===== src/cma_pkg.sv =====
// constants and carrier types shared by the cipher master port adapter
package cma_pkg;

  // cipher clock ceilings and host rate thresholds, in kHz
  localparam int CIPH_MAX_KHZ     = 4000;
  localparam int CIPH_OLD_MAX_KHZ = 3000;
  localparam int WAIT_HOST_KHZ    = 7000;
  localparam int WIDE_AS_HOST_KHZ = 4440;

  // register select codes as latched from the two address bits
  localparam logic [1:0] SEL_DATA = 2'h0;
  localparam logic [1:0] SEL_CMD  = 2'h1;

  // command and status byte values
  localparam logic [7:0] CMD_SOFT_RST  = 8'h00;
  localparam logic [7:0] CMD_LOAD_KEY  = 8'h11;
  localparam logic [7:0] CMD_STOP      = 8'he0;
  localparam logic [7:0] STAT_CLEAR    = 8'h00;
  localparam logic [7:0] STAT_CMD_PEND = 8'h40;
  localparam logic [7:0] STAT_BUSY     = 8'h20;

  // counts and reset values
  localparam logic [3:0] KEY_BYTES    = 4'h8;
  localparam logic [3:0] KEY_LAST     = 4'h1;
  localparam logic [3:0] KEY_NONE     = 4'h0;
  localparam logic       CIPH_CLK_RST = 1'b0;
  localparam logic [7:0] STATUS_RST   = 8'h00;

  typedef struct packed {
    logic       cpu_clk;
    logic       ale;
    logic       rd_n;
    logic       wr_n;
    logic       io_read_cmd_n;
    logic       adv_io_write_cmd_n;
    logic       xmit_recv_dir;
    logic       m_io;
    logic       cs_n;
    logic       a2;
    logic       a1;
    logic [7:0] data;
  } cma_host_t;

  typedef struct packed {
    logic port_addr_strobe_n;
    logic port_data_strobe_n;
    logic port_rw_dir;
    logic port_chip_select_n;
    logic reg_sel_bit2;
    logic reg_sel_bit1;
    logic ctl_key_mode_sel;
  } cma_port_t;

  typedef enum logic [3:0] {
    ST_IDLE = 4'b0001,
    ST_ADDR = 4'b0010,
    ST_WAIT = 4'b0100,
    ST_DATA = 4'b1000
  } cma_state_t;

endpackage


===== src/cma_clk_sync.sv =====
// cipher clock divider with per-access phase synchroniser
`timescale 1ns/1ps
module cma_clk_sync
  import cma_pkg::*;
(
  // clock and reset
  input  wire logic clk,
  input  wire logic arst_n,
  // cpu clock level and events
  input  wire logic cpu_lvl,
  input  wire logic cpu_fall,
  input  wire logic rephase,
  // configuration
  input  wire logic odd_waits,
  input  wire logic div_en,
  // cipher clock
  output logic      cipher_clk
);

  typedef struct packed {
    logic div;
    logic out;
  } cma_sync_t;

  cma_sync_t q;
  cma_sync_t d;

  always_comb begin
    d = q;
    if (rephase) begin
      // forced level puts the strobe release on a falling edge
      d.div = odd_waits;
    end else if (cpu_fall) begin
      d.div = ~q.div;
    end
    // direct mode only suits slow hosts, the divider keeps the ceiling
    d.out = div_en ? d.div : cpu_lvl;
  end

  always_ff @(posedge clk or negedge arst_n) begin
    if (!arst_n) begin
      q.div <= CIPH_CLK_RST;
      q.out <= CIPH_CLK_RST;
    end else begin
      q <= d;
    end
  end

  assign cipher_clk = q.out;
endmodule


===== src/cma_adapter.sv =====
// host local bus to cipher processor master port adapter
//
// What this block does
// - read and write strobes become direction plus strobe
// - address strobe is inverted address latch enable
// - register select latched at address strobe rise
// - chip select latched at address strobe rise
// - direction line follows transmit/receive signal
// - maximum mode strobe from I/O read or write
// - minimum mode strobe is OR of read, write
// - cipher clock within ceiling, strobes synchronous
// - fast hosts get cipher clock at half rate
// - one wait on every selected access above threshold
// - all selected accesses use the same wait count
// - strobe release meets falling cipher clock edge
// - re-phase at falling edge ending first state
// - force low for even, high for odd
// - command 00 performs software reset
// - key command: pending status, eight bytes MSB first
// - stop command clears every status flag
`timescale 1ns/1ps
module cma_adapter
  import cma_pkg::*;
(
  // clock and reset
  input  wire logic       clk,
  input  wire logic       arst_n,
  // host local bus pins
  input  wire cma_host_t  host_i,
  // configuration straps
  input  wire logic       min_mode,
  input  wire logic       clk_div_en,
  input  wire logic       fast_host,
  // master port pins
  output cma_port_t       port_o,
  output logic            cipher_clk,
  // host ready line
  output logic            host_ready,
  // session tracking
  output logic [7:0]      exp_status,
  output logic [3:0]      key_bytes_left,
  output logic            soft_reset_pulse
);

  typedef struct packed {
    cma_host_t  s1;
    cma_host_t  s2;
    cma_host_t  s3;
    cma_port_t  port;
    logic [1:0] lat_sel;
    logic       lat_cs;
    cma_state_t st;
    logic       synced;
    logic       ready;
    logic [7:0] status;
    logic [3:0] key_left;
    logic       rst_pulse;
  } cma_main_t;

  cma_main_t q;
  cma_main_t d;

  logic cpu_fall;
  logic ale_fall;
  logic ds_now;
  logic ds_prev;
  logic ds_end;
  logic rephase;
  logic our_write;

  // strobe decode, used for the current and the previous sample
  function automatic logic strobe_of(input cma_host_t h,
                                     input logic      mm);
    logic act;
    if (mm) begin
      act = ~(h.rd_n & h.wr_n);
    end else begin
      // advanced write gives the wider low time
      act = ~(h.io_read_cmd_n & h.adv_io_write_cmd_n);
    end
    return act;
  endfunction

  // decoder is only honoured during I/O cycles in minimum mode
  function automatic logic cs_of(input cma_host_t h,
                                 input logic      mm);
    logic sel;
    sel = ~h.cs_n & ~(mm & h.m_io);
    return sel;
  endfunction

  assign cpu_fall = q.s3.cpu_clk & ~q.s2.cpu_clk;
  assign ale_fall = q.s3.ale & ~q.s2.ale;
  assign ds_now   = strobe_of(q.s2, min_mode);
  assign ds_prev  = strobe_of(q.s3, min_mode);
  assign ds_end   = ds_prev & ~ds_now;

  // first falling cpu edge of the access closes the first bus state
  assign rephase  = cpu_fall & (q.st == ST_ADDR) & ~q.synced
                    & cs_of(q.s2, min_mode);

  assign our_write = ds_end & q.lat_cs & q.s3.xmit_recv_dir
                     & (q.st == ST_DATA);

  always_comb begin
    d = q;
    // two flops before any logic reads a pin
    d.s1 = host_i;
    d.s2 = q.s1;
    d.s3 = q.s2;
    d.rst_pulse = 1'b0;

    // port pin translation
    d.port.port_addr_strobe_n = ~q.s2.ale;
    d.port.port_data_strobe_n = ~ds_now;
    d.port.port_rw_dir = q.s2.xmit_recv_dir;
    d.port.port_chip_select_n = ~cs_of(q.s2, min_mode);
    d.port.reg_sel_bit2 = q.s2.a2;
    d.port.reg_sel_bit1 = q.s2.a1;
    // multiplexed control mode, address shares the data lines
    d.port.ctl_key_mode_sel = 1'b0;

    // capture at the rising edge of the port address strobe
    if (ale_fall) begin
      d.lat_sel = {q.s2.a2, q.s2.a1};
      d.lat_cs  = cs_of(q.s2, min_mode);
    end

    if (rephase) begin
      d.synced = 1'b1;
    end

    case (q.st)
      ST_IDLE: begin
        d.ready  = 1'b1;
        d.synced = 1'b0;
        if (q.s2.ale) begin
          d.st = ST_ADDR;
        end
      end
      ST_ADDR: begin
        if (!q.s2.ale && ds_now) begin
          if (q.lat_cs && fast_host) begin
            // one wait on every selected access keeps the count odd
            d.ready = 1'b0;
            d.st    = ST_WAIT;
          end else begin
            d.st = ST_DATA;
          end
        end
      end
      ST_WAIT: begin
        if (cpu_fall) begin
          d.ready = 1'b1;
          d.st    = ST_DATA;
        end
      end
      ST_DATA: begin
        if (!ds_now) begin
          d.st = ST_IDLE;
        end
      end
      default: begin
        d.st    = ST_IDLE;
        d.ready = 1'b1;
      end
    endcase

    // shadow of the cipher processor session, byte taken at release
    if (our_write) begin
      if (q.lat_sel == SEL_CMD) begin
        case (q.s3.data)
          CMD_SOFT_RST: begin
            d.status    = STAT_CLEAR;
            d.key_left  = KEY_NONE;
            d.rst_pulse = 1'b1;
          end
          CMD_LOAD_KEY: begin
            d.status   = STAT_CMD_PEND;
            d.key_left = KEY_BYTES;
          end
          CMD_STOP: begin
            d.status   = STAT_CLEAR;
            d.key_left = KEY_NONE;
          end
          default: begin
            d.status = q.status;
          end
        endcase
      end else if (q.lat_sel == SEL_DATA && q.key_left != KEY_NONE) begin
        // bytes count down from the most significant one
        d.key_left = q.key_left - KEY_LAST;
        if (q.key_left == KEY_LAST) begin
          d.status = STAT_CLEAR;
        end
      end
    end
  end

  always_ff @(posedge clk or negedge arst_n) begin
    if (!arst_n) begin
      q           <= '0;
      q.s1.rd_n   <= 1'b1;
      q.s1.wr_n   <= 1'b1;
      q.s2.rd_n   <= 1'b1;
      q.s2.wr_n   <= 1'b1;
      q.s3.rd_n   <= 1'b1;
      q.s3.wr_n   <= 1'b1;
      q.s1.io_read_cmd_n      <= 1'b1;
      q.s2.io_read_cmd_n      <= 1'b1;
      q.s3.io_read_cmd_n      <= 1'b1;
      q.s1.adv_io_write_cmd_n <= 1'b1;
      q.s2.adv_io_write_cmd_n <= 1'b1;
      q.s3.adv_io_write_cmd_n <= 1'b1;
      q.s1.cs_n   <= 1'b1;
      q.s2.cs_n   <= 1'b1;
      q.s3.cs_n   <= 1'b1;
      q.port.port_addr_strobe_n <= 1'b1;
      q.port.port_data_strobe_n <= 1'b1;
      q.port.port_chip_select_n <= 1'b1;
      q.st        <= ST_IDLE;
      q.ready     <= 1'b1;
      q.status    <= STATUS_RST;
      q.key_left  <= KEY_NONE;
    end else begin
      q <= d;
    end
  end

  // odd wait count pairs with the high-forcing synchroniser
  cma_clk_sync u_clk_sync (
    .clk        (clk),
    .arst_n     (arst_n),
    .cpu_lvl    (q.s2.cpu_clk),
    .cpu_fall   (cpu_fall),
    .rephase    (rephase),
    .odd_waits  (fast_host),
    .div_en     (clk_div_en),
    .cipher_clk (cipher_clk)
  );

  assign port_o           = q.port;
  assign host_ready       = q.ready;
  assign exp_status       = q.status;
  assign key_bytes_left   = q.key_left;
  assign soft_reset_pulse = q.rst_pulse;
endmodule


===== config.mk =====
export PLATFORM = sky130hd
export DESIGN_NAME = cma_adapter
export DESIGN_NICKNAME = d
export VERILOG_FILES = /design/src/cma_pkg.sv /design/src/cma_clk_sync.sv /design/src/cma_adapter.sv
export SDC_FILE = /design/constraint.sdc
export NUM_CORES = 1
export LEC_CHECK = 0
export BUFFER_PORTS_ARGS = -buffer_cell sky130_fd_sc_hd__buf_2
export CAP_MARGIN = 20
export CORE_MARGIN = 2
export CORE_UTILIZATION = 50
export CTS_BUF_LIST = sky130_fd_sc_hd__clkbuf_4 sky130_fd_sc_hd__clkbuf_8 sky130_fd_sc_hd__clkbuf_16
export DETAILED_ROUTE_END_ITERATION = 7
export PLACE_DENSITY = 0.71
export SYNTH_ARGS = -nofsm -noshare
export SYNTH_HDL_FRONTEND = slang
export SYNTH_SLANG_ARGS = --single-unit

===== constraint.sdc =====
create_clock -name clk -period 2.3 [get_ports clk]
set_input_delay 0.46 -clock clk [delete_from_list [all_inputs] [get_ports clk]]
set_output_delay 0.46 -clock clk [all_outputs]
set_load 0.05 [all_outputs]

### Word-level counts from Yosys, hierarchy flattened

Index checks and enable logic that the tools add are counted.

| operators by class | value |
|---|---|
| reduce and logical (&&, ||, !) cells | 15 |
| eq/ne operators | 14 |
| $add $sub $neg | 1 |
| bitwise operators | 28 |
| mux-type cells | 25 |

Operators by type and width:

| cell | number |
|---|---|
| 12-bit two-way mux | 2 |
| 4-bit two-way mux | 5 |
| 4-bit case mux with 4 select lines | 1 |
| 8-bit case mux with 2 select lines | 1 |
| 1-bit AND | 15 |
| 1-bit two-way mux | 13 |
| 1-bit NOT | 13 |
| 4-bit AND reduction | 3 |
| 4-bit by 1-bit == test with 1-bit output (second input constant) | 2 |
| 8-bit by 5-bit == test with 1-bit output (second input constant) | 1 |
| 8-bit == test (second input constant) | 1 |
| 8-bit logical NOT | 1 |
| 8-bit two-way mux | 1 |
| 4-bit case mux with 2 select lines | 1 |
| 2-bit inequality test (second input constant) | 3 |
| 2-bit nonzero test | 3 |
| 4-bit by 2-bit == test with 1-bit output (second input constant) | 1 |
| 4-bit by 3-bit == test with 1-bit output (second input constant) | 1 |
| 4-bit == test (second input constant) | 1 |
| 2-bit by 1-bit inequality test with 1-bit output (second input constant) | 2 |
| 4-bit nonzero test | 1 |
| 4-bit by 1-bit subtractor with 4-bit output (second input constant) | 1 |
| 1-bit logical AND | 3 |
| 3-bit by 2-bit inequality test with 1-bit output (second input constant) | 1 |
| 6 further kinds | 6 |

| word-level totals | value |
|---|---|
| bits of input ports | 24 |
| word-level logic and storage cells | 130 |
| flip-flop bits (word level) | 82 |
| output and inout bits | 22 |

### Depth between registers and ports, before layout

Gate-level depths: netlist of the first run.

| depth | value |
|---|---|
| depth after elaboration | 9 |
| mapped depth | 6 |
| gate-level depth less buffers | 6 |

### By module

Synthesis of the first run repeated with hierarchy kept, for this count alone.

| second synthesis, totals | value |
|---|---|
| cell total of the unflattened synthesis | 183 |
| area, all modules | 2656.3 um2 |

By module, submodules not included:

| module | times used | cells each | seq. area each (um2) | area each (um2) |
|---|---|---|---|---|
| cma_adapter | 1 | 174 | 1850.5 | 2553.7 |
| cma_clk_sync | 1 | 9 | 50.0 | 102.6 |

### Least setup slack after synthesis of the first run

Ideal clock, no wire load.

| timing path | value |
|---|---|
| path type | reg-to-reg |
| start point | register q[16] (netlist bit) |
| end point | register q, in the netlist exp_status[6] |
| slack | 0.416 ns |
| cell stages (with the launch flop) | 6 |
| required time | 2.172 ns |
| arrival time | 1.757 ns |
| clock period less this slack | 1.884 ns |
| cell sequence | dfrtp_1 or4b_4 nor2_4 nand4_4 nor3_2 mux2_1 |

| on the way | value |
|---|---|
| word-level cells in the longest chain between the ends | 3 |

RTL lines:

| element | RTL line | text |
|---|---|---|
| start: declaration | cma_adapter.sv:60 | `cma_main_t q;` |
| 4-bit == test | cma_adapter.sv:103 | `& (q.st == ST_DATA);` |
| 1-bit AND | cma_adapter.sv:103 |  |
| 4-bit AND reduction (no source line) | - |  |

No other way between the ends.
A chain may end at the register's enable or synchronous reset.

### Worst setup path after layout of the first run

Ends and elaborated chain as after synthesis.

==> flow_summary.yaml, run 1 <==
critical_path:
  cp-startpoint: "q[16]$_DFFE_PN0P_"
  rrSetupSlack_ns: 0.35
  timing.rr.end: "exp_status[6]$_DFFE_PN0P_"
  critPathLaunchType: "register"
  crit_type: "register to register"
  r2r_start: "q[16]$_DFFE_PN0P_"
  worst-r2r-cell-count: 5
  crit_fanout: 6
  worstPathArrival_ns: 2.17
  end_kind: "register"
  critPathRequiredTime_ns: 2.52
clocking:
  cts_buffers: 9
  ctsHoldBuffers: 0
  cts-resized-gates: 0
  cts.clk_slew.worst_paths_ns: 0.07
  clock-root-buffer: "clkbuf_8"
  cts.sinks: 75
  clk_latency_ns: 0.33
  htreeDepth: 3
  cts_tree: "done"
  postCtsSetupBuffers: 0
  clock_path_buffers: 2
grt:
  grt_overflow: 0
  antenna_found_initial: 0
  gr-usage-all-layers_pct: 13.7
  grt_pass1_wl_um: 6040
  grt_pass1_vias: 1349
  grt_max_degree: 76
detailed_routing:
  dr.pass1.iters: 4
  drc: 0
  drt_iter0_drc: 79
  final_antenna_net_count: 0
  vias: 1370
  wl_um: 3430
  wl_per_cell_um: 11.7
  avgViaCountPerCell: 4.66
timing:
  period_minus_slack_ns: 1.95
  rsz0062_at_grt: "no"
  setup_violations: 0
  drv_slew: 0
  max_freq_mhz: 512
  hold_viol: 0
  timing.hold.ws_ns: 0.151
  fin_worst_skew_ns: 0.00860
  setup_tns_ns: 0
  finalCritPeriodShare_pct: 84.9
placement:
  hpwl_um: 2370
  port_buffers: 37
  finalWeightedCongestion: 0.752
synthesis:
  syn_avg_cell_area_um2: 14.5
  postSynthCellCount: 182
  yosys.area.top_type: "dfrtp_1"
  synth_cell_types: 41
  synthFlopType: "dfrtp_1"
  ys_seq_elements: 75
  synth_area_leaders: "dfrtp_1, dfstp_2, buf_4, ha_1, nand2_1"
  yosysTopAreaCellShare_pct: 53.3
  seq_area_frac_synth_pct: 72.2
  synth_edf_count: 0
  yosysWarningCount: 0
  synth_area_mm2: 0.00263
  async_flop_share_pct: 100
floorplan:
  die_area_mm2: 0.00586
  pin_count: 46
  rows: 26
  start_util_pct: 51.5
  die_y_um: 76.5
  die_w_um: 76.5
  core_area_mm2: 0.00511
pwr:
  p_leak_nw: 1.41
  power.total_mw: 3.14
  power_density_mw_per_mm2: 1030
  peakVddDrop_mv: 0.662
run_status:
  status: "finished, final reports clean"
layout:
  multi_input_comb_area_um2: 596
  final_layout_size_suffix_gt1_share_pct: 37.1
  nNetsFinal: 246
  regArea_mm2: 0.00190
  area_delta_synth_final_pct: 16.0
  n_fill_cell: 415
  diodes: 0
worst_hold_path:
  min_path_type: "primary input to async pin"
flow_run:
  cap_violations: 0
-- worst max-delay path, stage by stage (launching register included) --
cell and delay, ns:
dfrtp_1 0.43, or4b_4 0.58, nor2_4 0.15, nand4_4 0.14, nor3_2 0.22, mux2_1 0.33
-- worst max-delay path by stage --
stage	to	slack, ns	cells after the start
2_1_floorplan	exp_status[6]$_DFFE_PN0P_	0.42	5
3_3_place_gp	exp_status[6]$_DFFE_PN0P_	0.37	5
3_5_place_dp	exp_status[6]$_DFFE_PN0P_	0.34	5
4_1_cts	exp_status[6]$_DFFE_PN0P_	0.33	5
5_1_grt	exp_status[6]$_DFFE_PN0P_	0.27	5
6_report	exp_status[6]$_DFFE_PN0P_	0.35	5
-- layer usage --
metal	GRT usage (%)	share of wire (%)	vias to the layer above
li1	-	-	670
met4	10.0	1.8	0
met1	17.8	47	657
met5	0	0	-
met3	4.03	4.7	6
met2	19.5	46	37
-- through the flow --
stage / std cells / setup WS, ns / instance area, um2 / utilization [%]
after floorplan: 189 / 0.416 / 2660 / -
after global placement: 278 / 0.371 / 2810 / 55.0
after detailed placement: 278 / 0.342 / 2810 / 55.0
after CTS: 294 / 0.334 / 3050 / 59.8
after global routing: 294 / 0.267 / 3050 / 59.8
final: 294 / 0.348 / 3050 / 59.8
-- cell families after synthesis --
| logic type | count (synthesis) | share of synthesized area (%) |
|---|---|---|
| other cells | 1 | 0.143 |
| buf+inv | 24 | 6.13 |
| compound gates | 27 | 6.94 |
| simple gates | 44 | 10.0 |
| fa+ha+maj | 3 | 1.43 |
| flops | 75 | 72.2 |
| mux | 5 | 2.09 |
| xor+xnor | 3 | 0.999 |
-- registers in the layout, summed over array words and instances, names as in the netlist --
register               count
d                         38
q                         22
port_o                     6
key_bytes_left             4
exp_status                 1
host_ready                 1
soft_reset_pulse           1
u_clk_sync.cipher_clk      1
u_clk_sync.q               1
-- report_power, final --
part	internal [mW]	switching, mW
clock	0.759	0.427
combinational	0.150	0.281
sequential	1.45	0.0691
total	2.36	0.777
-- cell usage after synthesis (2+ instances only) --
library cell and number:
nor2b_1 2, xor2_1 2, ha_1 3, o22ai_1 3, mux2_2 2, o31ai_1 3, nand2b_1 3, o21ai_1 2
o21bai_1 2, o21ai_0 4, dfstp_2 19, a21oi_1 2, nor2_1 7, inv_1 5, nand3b_1 2, nor4_1 2
nand2_1 9, mux2_1 2, and3b_1 2, o21a_1 2, dfrtp_1 56, a31oi_1 3, nand3_1 5, nor3_1 5
buf_4 19
-- placed cells by master, fill, tap and decap left out, drive strengths merged, types with 2 or more instances in the layout --
cell type and instances:
and3b 2, xor2 2, conb 8, clkbuf 11
o21bai 2, mux2 4, a31oi 3, ha 3
nor3 6, o22ai 3, nand2b 3, o21a 2
clkinv 2, dfstp 19, dfrtp 56, o21ai 7
nand3 5, a21oi 2, nor2 9, nand3b 2
inv 5, buf 38, o31ai 3, nand2 9
nor2b 2, bufinv 3, nor4 2
-- area by class of cell --
class,count,share of cell area (%)
clock buffer,11,4.75
clock inverter,5,3.28
inverter,5,0.615
multi-input combinational,90,19.5
sequential,75,62.3
tap,70,2.87
timing repair buffer,38,6.72
(Power assumes the default switching activity.)
==> run 2: changes to the inputs <==
--- a/config.mk
+++ b/config.mk
@@ -8,10 +8,10 @@
 export BUFFER_PORTS_ARGS = -buffer_cell sky130_fd_sc_hd__buf_2
 export CAP_MARGIN = 20
 export CORE_MARGIN = 2
-export CORE_UTILIZATION = 50
+export CORE_UTILIZATION = 49
 export CTS_BUF_LIST = sky130_fd_sc_hd__clkbuf_4 sky130_fd_sc_hd__clkbuf_8 sky130_fd_sc_hd__clkbuf_16
 export DETAILED_ROUTE_END_ITERATION = 7
-export PLACE_DENSITY = 0.71
+export PLACE_DENSITY = 0.73
 export SYNTH_ARGS = -nofsm -noshare
 export SYNTH_HDL_FRONTEND = slang
 export SYNTH_SLANG_ARGS = --single-unit
==> constraint.sdc (replaced) <==
create_clock -name clk -period 1.63 [get_ports clk]
set_input_delay 0.326 -clock clk [delete_from_list [all_inputs] [get_ports clk]]
set_output_delay 0.326 -clock clk [all_outputs]
set_load 0.05 [all_outputs]
==> run 2 against run 1 <==
Compared with the run above:
- the run now ends with negative setup slack left
- clock power increased by 24%
- register-to-register slack got worse by 0.54 ns
- via count increased by 11%
- sequential power increased by 39%
- first-iteration DRC count increased by 1.3%
- sequential cell count unchanged
- die area increased by 1.9%
- maximum frequency increased by 7.0%
- critical path depth unchanged
- worst hold slack got worse by 0.15 ns
- critical path type unchanged
- critical endpoint unchanged
==> flow_summary.yaml, run 2 (synthesized netlist as in run 1, its figures left out) <==
layout:
  area_delta_synth_final_pct: 27.2
  diodes: 0
  layout_common_cells: "dfrtp_1, buf_2, buf_4, dfstp_2, clkbuf_8"
  largest_reg_flops: 38
  regArea_mm2: 0.00190
  multi_input_comb_area_um2: 682
  nNetsFinal: 276
  design_area_mm2: 0.00335
  utilization_pct: 65.1
  n_fill_cell: 390
  final_layout_size_suffix_gt1_share_pct: 48.8
  final_common_cell: "dfrtp_1"
critical_path:
  crit_fanout: 3
  critPathRequiredTime_ns: 1.85
  end_kind: "register"
  critPathLaunchType: "register"
  worstPathArrival_ns: 2.05
  crit_type: "register to register"
detailed_routing:
  vias: 1523
  wl_per_cell_um: 13.0
  wl_met2_um: 2140
  drt_iter0_drc: 80
  final_antenna_net_count: 0
  wl_met1_um: 1820
  wl_met3_um: 200
  drc: 0
  topRoutingLayerUsed: "met4"
  dr.pass1.iters: 4
  avgViaCountPerCell: 4.70
  wl_um: 4220
clocking:
  cts_tree: "done"
  clk_latency_ns: 0.34
  clock_path_buffers: 2
  cts_buffers: 9
  clock-root-buffer: "clkbuf_8"
  htreeDepth: 3
  cts.sinks: 75
  cts.clk_slew.worst_paths_ns: 0.07
timing:
  timing.hold.ws_ns: 0.00190
  drv_slew: 0
  fin_worst_skew_ns: 0.00790
  rsz0062_at_grt: "yes"
  finalCritPeriodShare_pct: 112
  setup_tns_ns: -1.46
  hold_viol: 0
  period_minus_slack_ns: 1.82
  setup_violations: 11
  max_freq_mhz: 548
  fin_ws_ns: -0.194
flow_run:
  cap_violations: 0
grt:
  grt_pass1_vias: 1452
  grt_max_degree: 76
  antenna_found_initial: 0
  grt_pass1_wl_um: 6660
  grt_overflow: 0
  gr-usage-all-layers_pct: 15.2
run_status:
  status: "finished with violations"
  violations: "negative setup slack"
floorplan:
  core_area_mm2: 0.00514
  rows: 26
  pin_count: 46
  die_area_mm2: 0.00597
  start_util_pct: 51.2
  die_w_um: 77.3
  die_y_um: 77.3
pwr:
  peakVddDrop_mv: 0.835
  power_density_mw_per_mm2: 1400
  p_leak_nw: 1.57
placement:
  finalWeightedCongestion: 0.856
  hpwl_um: 2650
  post_dp_cell_area_mm2: 0.00299
  pre_cts_slack_ns: -0.170
  port_buffers: 37
worst_hold_path:
  min_path_type: "primary input to async pin"
-- run 2: cell count changes in the layout (fill, tap and decap cells not counted), sizes merged --
| cell | before | now |
|---|---|---|
| bufinv | 3 | 1 |
| clkinv | 2 | 1 |
| inv | 5 | 6 |
| buf | 38 | 68 |
| clkbuf | 11 | 13 |
-- run 2: layout make-up --
class	count	share of cell area (%)
Timing Repair Buffer	68	13.2
Sequential cell	75	56.8
Clock inverter	3	1.31
Inverter	5	0.561
Multi-Input combinational cell	90	20.4
Tap cell	70	2.62
Clock buffer	13	5.16
-- run 2: final timing paths --
path                                   start                   endpoint  slack, ns  cells after the start
max in group asynchronous             arst_n        port_o[5]$_DFF_PN1_       1.28                      2
hold / removal                        arst_n            d[51]$_DFF_PN0_      0.002                      2
hold reg to reg              d[53]$_DFF_PN0_            d[34]$_DFF_PN0_       0.35                      0
setup reg to reg           q[16]$_DFFE_PN0P_  exp_status[6]$_DFFE_PN0P_      -0.19                      5
min in group clk                  host_i[13]            d[61]$_DFF_PN1_       0.08                      1
setup / recovery           q[16]$_DFFE_PN0P_  exp_status[6]$_DFFE_PN0P_      -0.19                      5
-- run 2: per-layer routing --
layer	track usage, %	vias up
met3	6.71	4
met1	18.9	748
li1	-	732
met2	22.6	39
met4	8.04	0
met5	0	-
-- run 2: report_power, final --
part           switching, mW  total, mW  leakage [nW]  internal (mW)
Clock                  0.628       1.48         0.113          0.853
Combinational          0.584       1.08         0.594          0.493
Sequential            0.0742       2.12         0.860           2.04
-- run 2: critical path, cell delays in order, from the launching register on --
cell and delay, ns:
dfrtp_1 0.39, or4b_4 0.57, nor2_4 0.13, nand4_4 0.13
nor3_2 0.17, mux2_4 0.32
-- run 2: stage by stage --
step	power, mW	std cells
6_report	4.68	324
2_1_floorplan	2.65	189
5_1_grt	4.93	324
4_1_cts	4.54	319
3_3_place_gp	2.93	301
3_5_place_dp	2.96	301
-- run 2: repair_timing --
item	4_1_cts	5_1_grt
buffers inserted	3	6
endpoints found under the setup margin	9	11
resized for setup	4	14
pin swaps	2	11
hold buffers	0	0
==> run 3: changes to the inputs <==
--- a/config.mk
+++ b/config.mk
@@ -5,6 +5,7 @@
 export SDC_FILE = /design/constraint.sdc
 export NUM_CORES = 1
 export LEC_CHECK = 0
+export ABC_AREA = 1
 export BUFFER_PORTS_ARGS = -buffer_cell sky130_fd_sc_hd__buf_2
 export CAP_MARGIN = 20
 export CORE_MARGIN = 2
==> run 3 against run 2 <==
Compared with the run above:
- the flow now finishes without violations
- sequential cell count unchanged
- design area down 5.2%
- worst setup slack gained 0.37 ns
- worst hold slack better by 0.073 ns
- clock power increased by 4%
- utilization fell by 6.8 points
- clock-buffer cell count fell by 4
- global-route usage down 1.1 points
- synthesized area grew 4.2%
- highest routed layer unchanged
==> flow_summary.yaml, run 3 <==
timing:
  timing.hold.ws_ns: 0.0751
  rsz0062_at_grt: "no"
  fin_worst_skew_ns: 0.0103
  max_freq_mhz: 689
  hold_viol: 0
  drv_slew: 0
  setup_violations: 0
  finalCritPeriodShare_pct: 89.0
  setup_tns_ns: 0
  period_minus_slack_ns: 1.45
grt:
  gr-usage-all-layers_pct: 14.2
  grt_pass1_wl_um: 6530
  grt_overflow: 0
  grt_max_degree: 35
  grt_util_met3_pct: 2.61
  use_met2_pct: 22.1
  busiest_layer: "met2"
  grt_pass1_vias: 1509
  met1_usage_pct: 17.5
  antenna_found_initial: 0
pwr:
  netSwitchingFraction_pct: 29.0
  power_density_mw_per_mm2: 1400
  peakVddDrop_mv: 0.737
  power.total_mw: 4.45
  p_leak_nw: 1.60
  p_int_mw: 3.16
  pwr-share-clk_pct: 34.6
  switchingPower_mw: 1.29
  power.share.combinational_pct: 16.9
  power_frac_seq_pct: 48.5
floorplan:
  die_area_mm2: 0.00621
  die_w_um: 78.8
  core_area_mm2: 0.00544
  pin_count: 46
  die_y_um: 78.8
  rows: 27
  start_util_pct: 50.4
run_status:
  status: "finished, final reports clean"
clocking:
  cts-resized-gates: 0
  clk_latency_ns: 0.34
  htreeDepth: 3
  clock_path_buffers: 2
  cts.sinks: 75
  clock-root-buffer: "clkbuf_8"
  postCtsSetupBuffers: 0
  cts.clk_slew.worst_paths_ns: 0.08
  cts_buffers: 9
  cts_tree: "done"
critical_path:
  worst_path_max_delay_cell: "dfstp_2"
  crit_fanout: 2
  crit_family: "flip-flops"
  critPathBufInv: 1
  critPathRequiredTime_ns: 1.30
  end_kind: "output pin"
  crit_type: "register to output pin"
  critPathLaunchType: "register"
  worstPathArrival_ns: 1.13
  path_cells: "buf_2"
  slowest_delay_ns: 0.54
synthesis:
  post-synth-top-count-cell: "dfrtp_1"
  synth_area_mm2: 0.00274
  syn_avg_cell_area_um2: 11.9
  postSynthCellCount: 230
  yosysTopAreaCellShare_pct: 51.1
  synthFlopType: "dfrtp_1"
  yosys-top-cells-count: "dfrtp_1, nand2_1, inv_1"
  synth_cell_types: 28
  yosys.area.top_type: "dfrtp_1"
  async_flop_share_pct: 100
  seq_area_frac_synth_pct: 69.3
  synth_edf_count: 0
  yosysWarningCount: 0
  ys_seq_elements: 75
  synth_area_leaders: "dfrtp_1, dfstp_2, buf_4, nand2_1, inv_1"
layout:
  final_layout_size_suffix_gt1_share_pct: 32.1
  layout_common_cells: "dfrtp_1, buf_2, nand2_1, inv_1, dfstp_2"
  diodes: 0
  area_delta_synth_final_pct: 15.7
  final_common_cell: "dfrtp_1"
  nNetsFinal: 296
  utilization_pct: 58.4
  n_fill_cell: 440
  stdcell_count: 346
  largest_reg_flops: 38
placement:
  port_buffers: 37
  finalWeightedCongestion: 0.846
  dp.cells: 329
  hpwl_um: 2790
detailed_routing:
  final_antenna_net_count: 0
  drc: 0
  dr.pass1.iters: 4
  wl_um: 3810
  vias: 1589
  drt_iter0_drc: 134
  avgViaCountPerCell: 4.59
  wl_per_cell_um: 11.0
flow_run:
  cap_violations: 0
worst_hold_path:
  min_path_type: "primary input to register"
[run 3: through the flow]
stage	area [um2]	setup WS, ns
final	3170	0.179
after global placement	2940	0.294
after floorplan	2770	0.379
after detailed placement	2940	0.253
after CTS	3170	0.163
after global routing	3170	0.0510
[run 3: cell families (layout without fill, tap and decap cells)]
logic type      after synthesis  in the layout  share of synthesized area, %
simple gates                 92             92                          17.5
flops                        75             75                          69.3
buf+inv                      46             83                          8.90
compound gates               12             12                          2.51
fa+ha+maj                     3              3                          1.37
other cells                   1              8                         0.137
xor+xnor                      1              1                         0.319
[run 3: power by group through the flow]
stage / Combinational (mW) / Clock [mW] / Sequential, mW
floorplan: 0.550 / 0 / 2.22
global placement: 0.726 / 0 / 2.18
detailed placement: 0.750 / 0 / 2.19
CTS: 0.752 / 1.58 / 2.16
global route: 0.850 / 1.67 / 2.18
finish: 0.751 / 1.54 / 2.16
[run 3: area by class of cell]
cell class	instances	area, um2	share of cell area (%)
inverters	27	101	3.19
well taps	72	90.1	2.84
multi-input cells	116	624	19.7
flip-flops and latches	75	1900	59.9
repair buffers	40	235	7.41
clock inverters	7	98.8	3.11
clock buffers	9	124	3.90
[run 3: timing repair]
item | CTS | global route
hold buffers | 1 | 0
endpoints found under the setup margin | 0 | 0
hold endpoints to repair | 14 | 0
[run 3: worst paths after layout]
kind / endpoint / slack [ns] / startpoint / depth (start not counted)
min: d[58]$_DFF_PN1_ / 0.08 / host_i[10] / 1
max in group asynchronous: q[15]$_DFFE_PN1P_ / 0.61 / arst_n / 3
min reg2reg: q[30]$_DFF_PN0_ / 0.34 / d[30]$_DFF_PN0_ / 0
min in group asynchronous: key_bytes_left[3]$_DFFE_PN0P_ / 0.44 / arst_n / 2
max reg2reg: key_bytes_left[2]$_DFFE_PN0P_ / 0.24 / q[32]$_DFF_PN0_ / 8
max: host_ready / 0.18 / host_ready$_DFFE_PN1P_ / 1
[run 3: per-layer routing]
layer | wire [um] | vias to the layer above | part of all wire, %
met1 | 1590 | 749 | 42
met5 | 0 | - | 0
li1 | - | 780 | -
met2 | 1860 | 50 | 49
met3 | 228 | 10 | 6.0
met4 | 124 | 0 | 3.3
